$ cat config.mk
export PLATFORM = sky130hd
export DESIGN_NAME = lic_regs
export DESIGN_NICKNAME = d
export VERILOG_FILES = /design/src/design/lic_pkg.sv /design/src/design/lic_regs.sv
export SDC_FILE = /design/constraint.sdc
export NUM_CORES = 1
export LEC_CHECK = 0
export ABC_CLOCK_PERIOD_IN_PS = 1680
export BUFFER_PORTS_ARGS = -buffer_cell sky130_fd_sc_hd__clkbuf_2
export CAP_MARGIN = 10
export CORE_UTILIZATION = 40
export CTS_CLUSTER_SIZE = 25
export DETAILED_ROUTE_END_ITERATION = 8
export GPL_TIMING_DRIVEN = 0
export HOLD_SLACK_MARGIN = 0.02
export PLACE_DENSITY = 0.74
export SETUP_SLACK_MARGIN = 0.4
export SLEW_MARGIN = 20
export SYNTH_ARGS = -nofsm -noshare
export SYNTH_HDL_FRONTEND = slang
export SYNTH_SLANG_ARGS = --single-unit
$ cat constraint.sdc
create_clock -name pclk -period 1.68 [get_ports pclk]
set_clock_uncertainty 0.05 [all_clocks]
set_input_delay 0.252 -clock pclk [delete_from_list [all_inputs] [get_ports pclk]]
set_output_delay 0.252 -clock pclk [all_outputs]
set_load 0.005 [all_outputs]
$ cat src/design/lic_pkg.sv
/*
  Package for the line interface control and status register group:
  register indices, field positions, reset values and line modes.
  Assumes APB byte addresses are four times the register index.
*/
package lic_pkg;

  // register indices; byte address is index * 4
  localparam logic [5:0] LIC_IDX_RX_LEVEL = 6'h11;
  localparam logic [5:0] LIC_IDX_STATUS = 6'h14;
  localparam logic [5:0] LIC_IDX_MASK = 6'h15;
  localparam logic [5:0] LIC_IDX_JA_CTRL = 6'h31;
  localparam logic [5:0] LIC_IDX_GAIN_CODE = 6'h32;
  localparam logic [5:0] LIC_IDX_TERM_PRESC = 6'h33;
  localparam logic [5:0] LIC_IDX_MODE = 6'h3F;

  // gain_boost_and_line_code_ctrl fields
  localparam int LIC_POS_GAIN = 3;
  localparam int LIC_POS_CMI_INV = 6;
  localparam int LIC_POS_CMI_ON = 7;
  localparam logic [7:0] LIC_GAIN_CODE_WMASK = 8'hD8;

  // termination_and_prescale_ctrl fields
  localparam int LIC_POS_RX_TERM = 0;
  localparam int LIC_POS_TX_TERM = 3;
  localparam int LIC_POS_PRESC = 6;

  // jitter clock source control field
  localparam int LIC_POS_JA_SRC = 3;
  localparam logic [7:0] LIC_JA_CTRL_WMASK = 8'h08;

  // status and mask bit positions
  localparam int LIC_POS_TOC = 1;
  localparam int LIC_POS_TCL = 2;
  localparam int LIC_POS_JAL = 4;
  localparam logic [7:0] LIC_FLAG_WMASK = 8'h16;

  localparam logic [7:0] LIC_RST_CTRL = 8'h00;
  localparam logic [1:0] LIC_RST_MODE = 2'h0;

  // terminations, one-hot: bit0 75, bit1 100, bit2 120, bit3 110 ohm
  localparam logic [3:0] LIC_TERM_NONE = 4'h0;

  typedef enum logic [1:0] {
    LIC_MODE_T1,
    LIC_MODE_E1,
    LIC_MODE_CC64,
    LIC_MODE_6312
  } lic_mode_t;

  // master clock figures in kHz
  localparam logic [14:0] LIC_MCLK_T1_BASE = 15'h0608;
  localparam logic [14:0] LIC_MCLK_E1_BASE = 15'h0800;

endpackage

$ cat src/design/lic_regs.sv
/*
  Control and status register group of a T1/E1 line interface, reached over APB.
  Assumes raw line conditions and receive level come from the analog side,
  asynchronous to pclk; control outputs steer the analog line front end.
*/
// Register access over APB was decided locally.
// Notes on behaviour
// gain field selects 0/20/26/32 dB boost
// polarity bit inverts CMI both directions
// line-code bit turns CMI coding on
// software writes zero to bits 1,2,5
// receive termination code map, others disabled
// transmit termination same map, bits 3-5
// T1 prescaler clock set follows jitter source
// E1 prescaler codes give 2.048 to 16.384
// receive level reported live in 2.5 dB
// open-circuit flag live, not 6312 mode
// current-limit flag live, not CMI/64k/6312
// near-limit event sets sticky flag
// status read clears near-limit flag
// attenuator event only in T1, E1
// mask one interrupts on both condition edges
// near-limit mask bit enables its interrupt
// software keeps unused flag bits zero
// jitter clock source prescaled clock or PLL
// low transmit termination bits zero for HRL
// interrupt held while unmasked event pending
// read back as written, unused bits zero
`timescale 1ns/1ps

module lic_regs
  import lic_pkg::*;
(
  input wire logic pclk,
  input wire logic presetn,
  input wire logic psel,
  input wire logic penable,
  input wire logic pwrite,
  input wire logic [7:0] paddr,
  input wire logic [31:0] pwdata,
  input wire logic [3:0] pstrb,
  output logic [31:0] prdata,
  output logic pready,
  output logic pslverr,
  input wire logic tx_open_circuit_in,
  input wire logic tx_current_limit_in,
  input wire logic jitter_near_limit_in,
  input wire logic [3:0] rx_level_in,
  output logic [1:0] monitor_gain_sel,
  output logic line_code_cmi_on,
  output logic tx_cmi_invert,
  output logic rx_cmi_invert,
  output logic [3:0] rx_term_en,
  output logic [3:0] tx_term_en,
  output logic [1:0] master_clk_prescale,
  output logic [14:0] mclk_expect_khz,
  output logic jitter_clk_from_pll,
  output logic jitter_atten_active,
  output logic irq
);

  ////////////////////////////////////////////////////////////////////////////
  // apb decode

  logic [5:0] idx;
  logic acc;
  logic wr;
  logic rd;
  logic mapped;
  assign idx = paddr[7:2];
  assign acc = psel && penable;
  assign pready = 1'b1;
  assign wr = acc && pwrite && pstrb[0] && mapped;
  assign rd = acc && !pwrite;

  always_comb begin
    case (idx)
      LIC_IDX_RX_LEVEL, LIC_IDX_STATUS, LIC_IDX_MASK, LIC_IDX_JA_CTRL,
      LIC_IDX_GAIN_CODE, LIC_IDX_TERM_PRESC, LIC_IDX_MODE: mapped = 1'b1;
      default: mapped = 1'b0;
    endcase
  end

  assign pslverr = acc && !mapped;

  ////////////////////////////////////////////////////////////////////////////
  // control registers

  logic [7:0] gain_code_r;
  logic [7:0] term_presc_r;
  logic [7:0] ja_ctrl_r;
  logic [7:0] mask_r;
  lic_mode_t mode_r;
  always_ff @(posedge pclk or negedge presetn) begin
    if (!presetn) begin
      gain_code_r <= LIC_RST_CTRL;
      term_presc_r <= LIC_RST_CTRL;
      ja_ctrl_r <= LIC_RST_CTRL;
      mask_r <= LIC_RST_CTRL;
      mode_r <= lic_mode_t'(LIC_RST_MODE);
    end else if (wr) begin
      // unused bits are not stored, so they read back zero
      case (idx)
        LIC_IDX_GAIN_CODE: gain_code_r <= pwdata[7:0] & LIC_GAIN_CODE_WMASK;
        LIC_IDX_TERM_PRESC: term_presc_r <= pwdata[7:0];
        LIC_IDX_JA_CTRL: ja_ctrl_r <= pwdata[7:0] & LIC_JA_CTRL_WMASK;
        LIC_IDX_MASK: mask_r <= pwdata[7:0] & LIC_FLAG_WMASK;
        LIC_IDX_MODE: mode_r <= lic_mode_t'(pwdata[1:0]);
        default: mode_r <= mode_r;
      endcase
    end
  end

  ////////////////////////////////////////////////////////////////////////////
  // control outputs

  function automatic logic [3:0] term_decode(input logic [2:0] code);
    case (code)
      3'h1: term_decode = 4'h1;
      3'h2: term_decode = 4'h2;
      3'h3: term_decode = 4'h4;
      3'h4: term_decode = 4'h8;
      default: term_decode = LIC_TERM_NONE;
    endcase
  endfunction

  logic cmi_inv;
  logic ja_src;
  logic [1:0] presc;

  assign cmi_inv = gain_code_r[LIC_POS_CMI_INV];
  assign ja_src = ja_ctrl_r[LIC_POS_JA_SRC];
  assign presc = term_presc_r[LIC_POS_PRESC +: 2];

  always_ff @(posedge pclk or negedge presetn) begin
    if (!presetn) begin
      monitor_gain_sel <= 2'h0;
      line_code_cmi_on <= 1'b0;
      tx_cmi_invert <= 1'b0;
      rx_cmi_invert <= 1'b0;
      rx_term_en <= LIC_TERM_NONE;
      tx_term_en <= LIC_TERM_NONE;
      master_clk_prescale <= 2'h0;
      mclk_expect_khz <= LIC_MCLK_T1_BASE;
      jitter_clk_from_pll <= 1'b0;
      jitter_atten_active <= 1'b0;
    end else begin
      monitor_gain_sel <= gain_code_r[LIC_POS_GAIN +: 2];
      line_code_cmi_on <= gain_code_r[LIC_POS_CMI_ON];
      tx_cmi_invert <= cmi_inv;
      rx_cmi_invert <= cmi_inv;
      rx_term_en <= term_decode(term_presc_r[LIC_POS_RX_TERM +: 3]);
      tx_term_en <= term_decode(term_presc_r[LIC_POS_TX_TERM +: 3]);
      master_clk_prescale <= presc;
      // T1 base clock follows the jitter clock source; E1 always 2.048
      if (mode_r == LIC_MODE_T1 && !ja_src) begin
        mclk_expect_khz <= LIC_MCLK_T1_BASE << presc;
      end else begin
        mclk_expect_khz <= LIC_MCLK_E1_BASE << presc;
      end
      jitter_clk_from_pll <= ja_src && mode_r == LIC_MODE_T1;
      jitter_atten_active <= mode_r == LIC_MODE_T1 || mode_r == LIC_MODE_E1;
    end
  end

  ////////////////////////////////////////////////////////////////////////////
  // input synchronisers: a change counts once stages two and three agree

  localparam int NSYNC = 7;
  logic [NSYNC-1:0] raw_in;
  logic [NSYNC-1:0] sync_q;

  assign raw_in = {rx_level_in, jitter_near_limit_in, tx_current_limit_in,
                   tx_open_circuit_in};
  genvar gi;
  generate
    for (gi = 0; gi < NSYNC; gi++) begin : g_sync
      logic s1_r;
      logic s2_r;
      logic s3_r;
      always_ff @(posedge pclk or negedge presetn) begin
        if (!presetn) begin
          s1_r <= 1'b0;
          s2_r <= 1'b0;
          s3_r <= 1'b0;
          sync_q[gi] <= 1'b0;
        end else begin
          s1_r <= raw_in[gi];
          s2_r <= s1_r;
          s3_r <= s2_r;
          if (s2_r == s3_r) begin
            sync_q[gi] <= s3_r;
          end
        end
      end
    end
  endgenerate

  ////////////////////////////////////////////////////////////////////////////
  // status conditions and events

  logic toc_cond;
  logic tcl_cond;
  logic jal_in;
  logic jal_prev_r;
  logic toc_prev_r;
  logic tcl_prev_r;
  logic jal_r;
  logic toc_pend_r;
  logic tcl_pend_r;
  logic [3:0] rx_level_r;
  logic sr_read;
  logic jal_set;

  assign toc_cond = sync_q[0] && mode_r != LIC_MODE_6312;
  assign tcl_cond = sync_q[1] && !gain_code_r[LIC_POS_CMI_ON]
                    && mode_r != LIC_MODE_CC64 && mode_r != LIC_MODE_6312;
  assign jal_in = sync_q[2] && jitter_atten_active;
  assign sr_read = rd && idx == LIC_IDX_STATUS;
  assign jal_set = jal_in && !jal_prev_r;

  always_ff @(posedge pclk or negedge presetn) begin
    if (!presetn) begin
      rx_level_r <= 4'h0;
    end else begin
      rx_level_r <= sync_q[6:3];
    end
  end

  always_ff @(posedge pclk or negedge presetn) begin
    if (!presetn) begin
      jal_prev_r <= 1'b0;
      toc_prev_r <= 1'b0;
      tcl_prev_r <= 1'b0;
    end else begin
      jal_prev_r <= jal_in;
      toc_prev_r <= toc_cond;
      tcl_prev_r <= tcl_cond;
    end
  end

  // sticky near-limit event; a new event beats the read clear
  always_ff @(posedge pclk or negedge presetn) begin
    if (!presetn) begin
      jal_r <= 1'b0;
    end else if (jal_set) begin
      jal_r <= 1'b1;
    end else if (sr_read) begin
      jal_r <= 1'b0;
    end
  end

  // either edge of a condition latches a pending interrupt, cleared by status read
  always_ff @(posedge pclk or negedge presetn) begin
    if (!presetn) begin
      toc_pend_r <= 1'b0;
      tcl_pend_r <= 1'b0;
    end else begin
      if (toc_cond != toc_prev_r) begin
        toc_pend_r <= 1'b1;
      end else if (sr_read) begin
        toc_pend_r <= 1'b0;
      end
      if (tcl_cond != tcl_prev_r) begin
        tcl_pend_r <= 1'b1;
      end else if (sr_read) begin
        tcl_pend_r <= 1'b0;
      end
    end
  end

  logic irq_nxt;
  assign irq_nxt = (toc_pend_r && mask_r[LIC_POS_TOC])
                   || (tcl_pend_r && mask_r[LIC_POS_TCL])
                   || (jal_r && mask_r[LIC_POS_JAL]);

  always_ff @(posedge pclk or negedge presetn) begin
    if (!presetn) begin
      irq <= 1'b0;
    end else begin
      irq <= irq_nxt;
    end
  end

  ////////////////////////////////////////////////////////////////////////////
  // read data

  logic [7:0] status_byte;
  always_comb begin
    status_byte = 8'h00;
    status_byte[LIC_POS_TOC] = toc_cond;
    status_byte[LIC_POS_TCL] = tcl_cond;
    status_byte[LIC_POS_JAL] = jal_r;
  end

  always_comb begin
    prdata = 32'h0000_0000;
    case (idx)
      LIC_IDX_RX_LEVEL: prdata[3:0] = rx_level_r;
      LIC_IDX_STATUS: prdata[7:0] = status_byte;
      LIC_IDX_MASK: prdata[7:0] = mask_r;
      LIC_IDX_JA_CTRL: prdata[7:0] = ja_ctrl_r;
      LIC_IDX_GAIN_CODE: prdata[7:0] = gain_code_r;
      LIC_IDX_TERM_PRESC: prdata[7:0] = term_presc_r;
      LIC_IDX_MODE: prdata[1:0] = mode_r;
      default: prdata = 32'h0000_0000;
    endcase
  end

  ////////////////////////////////////////////////////////////////////////////
  // checks

  property p_gain;
    @(posedge pclk) disable iff (!presetn)
      (wr && idx == LIC_IDX_GAIN_CODE) |-> ##2 monitor_gain_sel == $past(pwdata[4:3], 2);
  endproperty
  a_gain: assert property (p_gain) else $error("gain select not applied");

  property p_cmi;
    @(posedge pclk) disable iff (!presetn)
      (wr && idx == LIC_IDX_GAIN_CODE) |-> ##2 (tx_cmi_invert == $past(pwdata[6], 2)
        && rx_cmi_invert == $past(pwdata[6], 2) && line_code_cmi_on == $past(pwdata[7], 2));
  endproperty
  a_cmi: assert property (p_cmi) else $error("cmi controls wrong");

  property p_term;
    @(posedge pclk) disable iff (!presetn)
      (wr && idx == LIC_IDX_TERM_PRESC && pwdata[2:0] > 3'h4) |-> ##2
        rx_term_en == LIC_TERM_NONE;
  endproperty
  a_term: assert property (p_term) else $error("rx termination not off");

  property p_mclk;
    @(posedge pclk) disable iff (!presetn)
      (mode_r == LIC_MODE_E1 && presc == 2'h3) [*2] |-> mclk_expect_khz == 15'h4000;
  endproperty
  a_mclk: assert property (p_mclk) else $error("e1 master clock wrong");

  property p_toc;
    @(posedge pclk) disable iff (!presetn)
      (sr_read && mode_r == LIC_MODE_6312) |-> !prdata[LIC_POS_TOC];
  endproperty
  a_toc: assert property (p_toc) else $error("open flag in 6312 mode");

  property p_jal_set;
    @(posedge pclk) disable iff (!presetn)
      $rose(sync_q[2]) && jitter_atten_active |-> ##[1:2] jal_r;
  endproperty
  a_jal_set: assert property (p_jal_set) else $error("near-limit not latched");

  property p_jal_clr;
    @(posedge pclk) disable iff (!presetn)
      (sr_read && !jal_set) |=> !jal_r;
  endproperty
  a_jal_clr: assert property (p_jal_clr) else $error("read did not clear");

  property p_irq;
    @(posedge pclk) disable iff (!presetn)
      (jal_r && mask_r[LIC_POS_JAL]) [*2] |-> irq;
  endproperty
  a_irq: assert property (p_irq) else $error("pending event lost irq");

  property p_unused;
    @(posedge pclk) disable iff (!presetn)
      (rd && idx == LIC_IDX_STATUS) |-> (prdata[7:0] & ~LIC_FLAG_WMASK) == 8'h00;
  endproperty
  a_unused: assert property (p_unused) else $error("unused status bits set");

endmodule

# --- Word level (Yosys, flattened, before mapping) ---
# Index checks and enable logic that the tools add are counted.
totals:
  reg_bits: 88
  latchBits: 0
  ramBits: 0
  romBits: 0
  input_bits: 56
  out_inout_bits: 67
  wordCells: 126
  mem_count: 0
op_classes:
  add_sub_neg: 0
  n_mul: 0
  div: 0
  magnitude_cmp: 0
  n_eq_ne: 27
  n_shift: 2
  n_mux: 11
  n_bitwise: 0
  reduce_logical: 36
ops:
  columns: ["operator", "count"]
  rows:
  - ["$pmux 4 s4", 3]
  - ["$eq 6x6->1 const B", 4]
  - ["$eq 6x5->1 const B", 3]
  - ["$logic_and 1x1->1", 18]
  - ["$mux 15", 1]
  - ["$shl 11x2->15 const A", 1]
  - ["$shl 12x2->15 const A", 1]
  - ["$eq 3x2->1 const B", 4]
  - ["$pmux 2 s6", 1]
  - ["$pmux 2 s5", 1]
  - ["$reduce_and 2->1", 5]
  - ["$eq 1x1->1", 7]
  - ["$reduce_or 7->1", 1]
  - ["$eq 3x1->1 const B", 2]
  - ["$eq 3x3->1 const B", 2]
  - ["$reduce_bool 2->1", 3]
  - ["$logic_not 1->1", 5]
  - ["$mux 1", 5]
  - ["$ne 2x2->1 const B", 2]
  - ["$logic_or 1x1->1", 3]
  - ["$eq 2x1->1 const B", 1]
  - ["$logic_not 2->1", 1]
  - ["$ne 1x1->1", 2]

# --- Logic depth before layout (Yosys ltp) ---
logic_depth:
  depth_word: 6
  ltp_mapped: 5
  ltp_nobuf: 4

# --- Worst setup path after synthesis ---
# No wires, ideal clock.
synth_path:
  path_type: "register to register"
  from: "register mode_r[1]"
  to: "register mclk_expect_khz[11]"
  arrival_time_ns: 1.369
  slack_ns: 0.136
  stages_incl_launch_ff: 5
  n_path_buf: 0
  period_less_slack_ns: 1.544
  path_cell_list: "dfrtp_1 or3_1 inv_1 ha_1 mux2_2"
synth_via:
  elab_chain_len: 3
synth_rtl:
  columns: ["element", "line_no", "rtl"]
  rows:
  - ["start, declared", "lic_regs.sv:93", "lic_mode_t mode_r;"]
  - ["start signal, assigned", "lic_regs.sv:100", "mode_r <= lic_mode_t'(LIC_RST_MODE);"]
  - ["start signal, assigned", "lic_regs.sv:108", "LIC_IDX_MODE: mode_r <= lic_mode_t'(pwdata[1:0]);"]
  - ["start signal, assigned", "lic_regs.sv:109", "default: mode_r <= mode_r;"]
  - ["$logic_not 2->1", "lic_regs.sv:156", "if (mode_r == LIC_MODE_T1 && !ja_src) begin"]
  - ["$logic_and 1x1->1", "lic_regs.sv:156", null]
  - ["$mux 15", "lic_regs.sv:156", null]
  - ["end signal, assigned", "lic_regs.sv:157", "mclk_expect_khz <= LIC_MCLK_T1_BASE << presc;"]
  - ["end signal, assigned", "lic_regs.sv:159", "mclk_expect_khz <= LIC_MCLK_E1_BASE << presc;"]
  - ["end, declared", "lic_regs.sv:56", "output logic [14:0] mclk_expect_khz,"]
# No other way between the ends.
# A chain may end at the register's enable or synchronous reset.

# --- Final worst setup path ---
# Same ends and word-level chain as after synthesis.

==> flow_results.org <==
** Run status
- Status :: complete, no violations

** Routing
- Summing over every cut layer, the via total after detailed routing is between 2000 and 2500.
- In this run the remaining antenna-violating nets after routing total 0.
- For this run, design rule violations remaining after detail routing come to 0.
- Wires add up to roughly 6.1 mm.
- Dividing the detail-routed via count by the number of cells gives 4.41.
- Routed length per placed instance :: 12.8 microns
- The first detailed-routing pass ran for 4 iterations.
- DRC marker count from the first detailed-route iteration :: 62

** STA
- Setup repair after global routing could not meet its margin everywhere.
- For this run, the top clock speed supported by timing is a little under 0.6 GHz.
- After layout, the minimum clock period comes to ~1700 ps.
- Max transition margin :: between 60% and 70%
- At the pin with the least slew margin, the transition time is about 540 ps.
- Hold is met by roughly 95 ps.
- The number of hold violations in the final report came to 0.
- Setup violations remaining at the end of the flow were counted as 0.
- Final Worst Setup Slack :: approximately 4.8 ps
- Final number of max-transition violations :: 0
- In the finished design, the share of the clock period the worst path needs comes to between 90% and 100%.

** Finish
- The number of antenna diodes in the final layout is 0.
- Share of post-route cells with drive strength above 1 :: 53.8%
- Fill count :: 586
- Sequential Area :: between 0.002 and 0.0025 sq mm
- Leaving out filler cells and counting taps, the final layout contains 479.
- For this run, the share of the core covered by cells in the final layout is about three fifths.
- With fillers left out, the area of the finished cells amounts to between 0.004 and 0.005 sq mm.
- In the layout the commonest cells are sky130_fd_sc_hd__dfrtp_1 (76), sky130_fd_sc_hd__buf_4 (56), sky130_fd_sc_hd__clkbuf_2 (50), sky130_fd_sc_hd__conb_1 (30), sky130_fd_sc_hd__mux2_2 (12).
- Commonest non-fill, non-tap cell in the layout :: sky130_fd_sc_hd__dfrtp_1
- The net count of the finished layout is between 400 and 500.
- Area Growth Syn to Fin :: 46.1%
- In the final layout, the multi-input gates occupy 0.00119 sq mm.

** Placement
- Pre-CTS setup slack :: -40.0 ps
- During placement, the flow inserted port buffers numbering 63.
- Final HPWL from detailed placement :: 3.94 mm
- The congestion estimate from routability-driven global placement came to around 0.81.
- Counting tap cells, the placed design contains a total of around 430 instances.
- After detailed placement, the total cell area comes to between 0.003 and 0.004 sq mm.

** Worst setup path
- Critical path depth :: 5
- Flop-to-flop setup slack :: around 4.8 ps
- The worst setup path is captured at a flip-flop.
- In this run the worst setup path terminates at mclk_expect_khz[11].
- In this run the worst setup path begins at mode_r[1].
- Measured in cells, the most critical reg-to-reg path has a length of 5.
- Broken down by cell family, the worst path's largest delay share belongs to flip-flops.
- Arrival @ worst endpoint :: approximately 1900 ps
- Crit path required time :: between 1500 and 2000 ps
- Together, buffers and inverters on the worst path number 2.
- In this run the critical register-to-register path is launched from mode_r[1].
- Worst setup path category :: reg -> reg
- Crit start category :: flip-flop
- Among all stages on the critical path, the largest delay is contributed by sky130_fd_sc_hd__dfrtp_2.
- In this design, the stage delay of the slowest critical-path cell is between 400 and 500 ps.
- RR Endpoint :: mclk_expect_khz[11]
- Traced cell by cell, the critical path runs through buf_4, or3_4, inv_4, ha_4, mux2_2.
- Along the worst path, the maximum fanout reaches 5.

** Clocking
- Clock tree synthesis inserted a total of 9 buffers.
- H-tree levels :: 3
- No sink is reached through more buffers than the 2 on the longest clock path.
- TritonCTS built the clock tree.
- CTS saw just over 80 sinks.
- The tree is rooted in a sky130_fd_sc_hd__clkbuf_8.
- Clock-pin slew was measured on the worst setup and hold paths at roughly 90 ps.
- For the worst-skew pair, the clock arrives at the later sink with an insertion delay of 340 ps.

** Flow run
- Max-cap violations in this run came to 0.

** Yosys
- The synthesized netlist occupies a cell area of between 0.003 and 0.004 sq mm.
- Count of mapped cells out of synthesis :: roughly 230
- Number of enable-type register cells in the synthesized netlist :: 0
- After synthesis, the largest area contributor takes up a little over three fifths of total cell area.
- Most area-hungry cell type in the Yosys netlist :: sky130_fd_sc_hd__dfrtp_1
- Yosys attributes the largest share of cell area to sky130_fd_sc_hd__dfrtp_1 (63%), sky130_fd_sc_hd__buf_4 (7.8%), sky130_fd_sc_hd__mux2_2 (6.7%), sky130_fd_sc_hd__nor3b_1 (2.4%), sky130_fd_sc_hd__maj3_1 (2.2%).
- For this run, the number of Yosys warnings is 0.
- In the synthesized netlist the async set-or-reset flop fraction comes to 100%.
- Main flop type after synthesis :: sky130_fd_sc_hd__dfrtp_1
- Counting flops and latches in the post-synthesis netlist gives roughly 80.
- Post-synthesis area per instance :: approximately 14 sq um
- Yosys mapped the design onto 38 distinct sky130hd cell types.
- Summing the sequential cell areas from Yosys gives 64.5% of the chip area.

** Floorplan
- Count of standard-cell rows :: 32
- Die Outline Area :: around 0.0083 sq mm
- IO Count :: between 100 and 150
- Die span in y :: 91.2 microns
- The total area inside the core boundary comes to 0.00773 sq mm.
- Once the floorplan was initialized, standard cells occupied 41.2% of the core.
- Die span in x :: 91.2 microns

** Pwr
- Static leakage :: between 2 and 2.5 nW
- Power spread over the standard cell area amounts to 823 mW/mm^2.
- Maximum VDD drop :: 0.000430 V

** Global route
- Vias in the first global route :: between 2000 and 2500
- For this run the aggregate overflow at the end of global routing stands at 0.
- Initial antenna violation count :: 0
- Met1 Resource Use GR :: a little under a fifth
- For met3 alone, demand over resource in global routing was under 10%.
- Maximum number of pins on one net before global-route repair :: 45
- After global routing, the most crowded layer is met2.
- Fraction of met2 tracks used by global routing :: 25.7%
- Global-route wire length before repair :: roughly 10 mm
- Global routing consumed, over all layers together, between 10% and 20% of the routing resources.

** Worst hold path
- The min-delay analysis places its worst path in the category in -> reg.
-- worst min-delay path by stage --
stage	from	endpoint	slack [ps]	cells past startpoint
6_report	pwdata[5]	term_presc_r[5]	90	2
5_1_grt	pwdata[5]	term_presc_r[5]	80	2
4_1_cts	pwdata[5]	term_presc_r[5]	80	2
3_5_place_dp	presetn	tx_term_en[2]	240	1
3_3_place_gp	g_sync[4].s1_r	g_sync[4].s2_r	280	0
2_1_floorplan	presetn	g_sync[0].s1_r	-90	0
-- synth_stat cells (2+ instances only) --
master	number
sky130_fd_sc_hd__dfrtp_1	80
sky130_fd_sc_hd__buf_4	33
sky130_fd_sc_hd__mux2_2	19
sky130_fd_sc_hd__nor3b_1	10
sky130_fd_sc_hd__inv_1	9
sky130_fd_sc_hd__nand2_1	9
sky130_fd_sc_hd__maj3_1	7
sky130_fd_sc_hd__a22oi_1	6
sky130_fd_sc_hd__and2_1	6
sky130_fd_sc_hd__nor2_1	6
sky130_fd_sc_hd__o21ai_0	5
sky130_fd_sc_hd__mux2i_1	4
sky130_fd_sc_hd__ha_1	3
sky130_fd_sc_hd__nand3_1	3
sky130_fd_sc_hd__nand4_1	3
sky130_fd_sc_hd__and3b_1	2
sky130_fd_sc_hd__conb_1	2
sky130_fd_sc_hd__dfstp_2	2
sky130_fd_sc_hd__nor2b_1	2
sky130_fd_sc_hd__nor3_1	2
sky130_fd_sc_hd__xnor2_1	2
-- cell type report --
cell class                      count  share of cell area [%]
Sequential cell                    82                    44.3
Multi-Input combinational cell    134                    25.5
Timing Repair Buffer              101                    16.3
Buffer                             35                    6.37
Clock buffer                       10                    2.96
Tap cell                          102                    2.74
Clock inverter                      6                    1.05
Inverter                            9                   0.780
-- worst register-to-register path: cells and delay by family (launching register included) --
kind                       cells  cell delay (ps)
muxes                          1              250
buffers and inverters          2              240
DFF                            1              470
and+or+nand+nor                1              370
adders and majority gates      1              190
-- cell families after synthesis --
group	count (synthesis)	share of synthesized area, %
AOI/OAI and AO/OA	17	3.61
adders and majority gates	10	3.38
muxes	23	7.97
DFF	82	64.5
other	2	0.236
and+or+nand+nor	52	10.4
xor gates and xnor gates	2	0.550
buffers and inverters	44	9.31
-- where the power goes --
group	switching, mW	internal (mW)	total (mW)
sequential	0.0474	2.06	2.11
combinational	0.176	0.241	0.417
clock	0.714	0.589	1.30
-- sequential cells by signal, indices dropped and copies added, names as in the netlist, 2 cells and up --
name / flops
sync_q: 7
mclk_expect_khz: 9
term_presc_r: 8
mode_r: 2
g_sync.s2_r: 7
master_clk_prescale: 2
tx_term_en: 4
g_sync.s1_r: 7
rx_term_en: 4
mask_r: 3
gain_code_r: 4
rx_level_r: 4
monitor_gain_sel: 2
g_sync.s3_r: 7
-- per-layer routing --
layer | wire length [microns] | up-vias
li1 | - | 1013
met1 | 2610 | 1008
met2 | 3070 | 83
met3 | 369 | 10
met4 | 95 | 0
met5 | 0 | -
-- timing repair --
item                                    4_1_cts  5_1_grt
endpoints found under the setup margin       25       27
hold endpoints to repair                     43        0
hold buffers                                  8        0
resized for setup                            47       24
buffers inserted                             20        9
pin swaps                                    15       15
-- through the flow --
step	power, mW	setup TNS, ps
final	3.83	0
after global routing	4.03	-50.7
after CTS	3.84	0
after detailed placement	2.44	-177
after global placement	2.42	-35050
after floorplan	2.30	0
(Power assumes the default switching activity.)
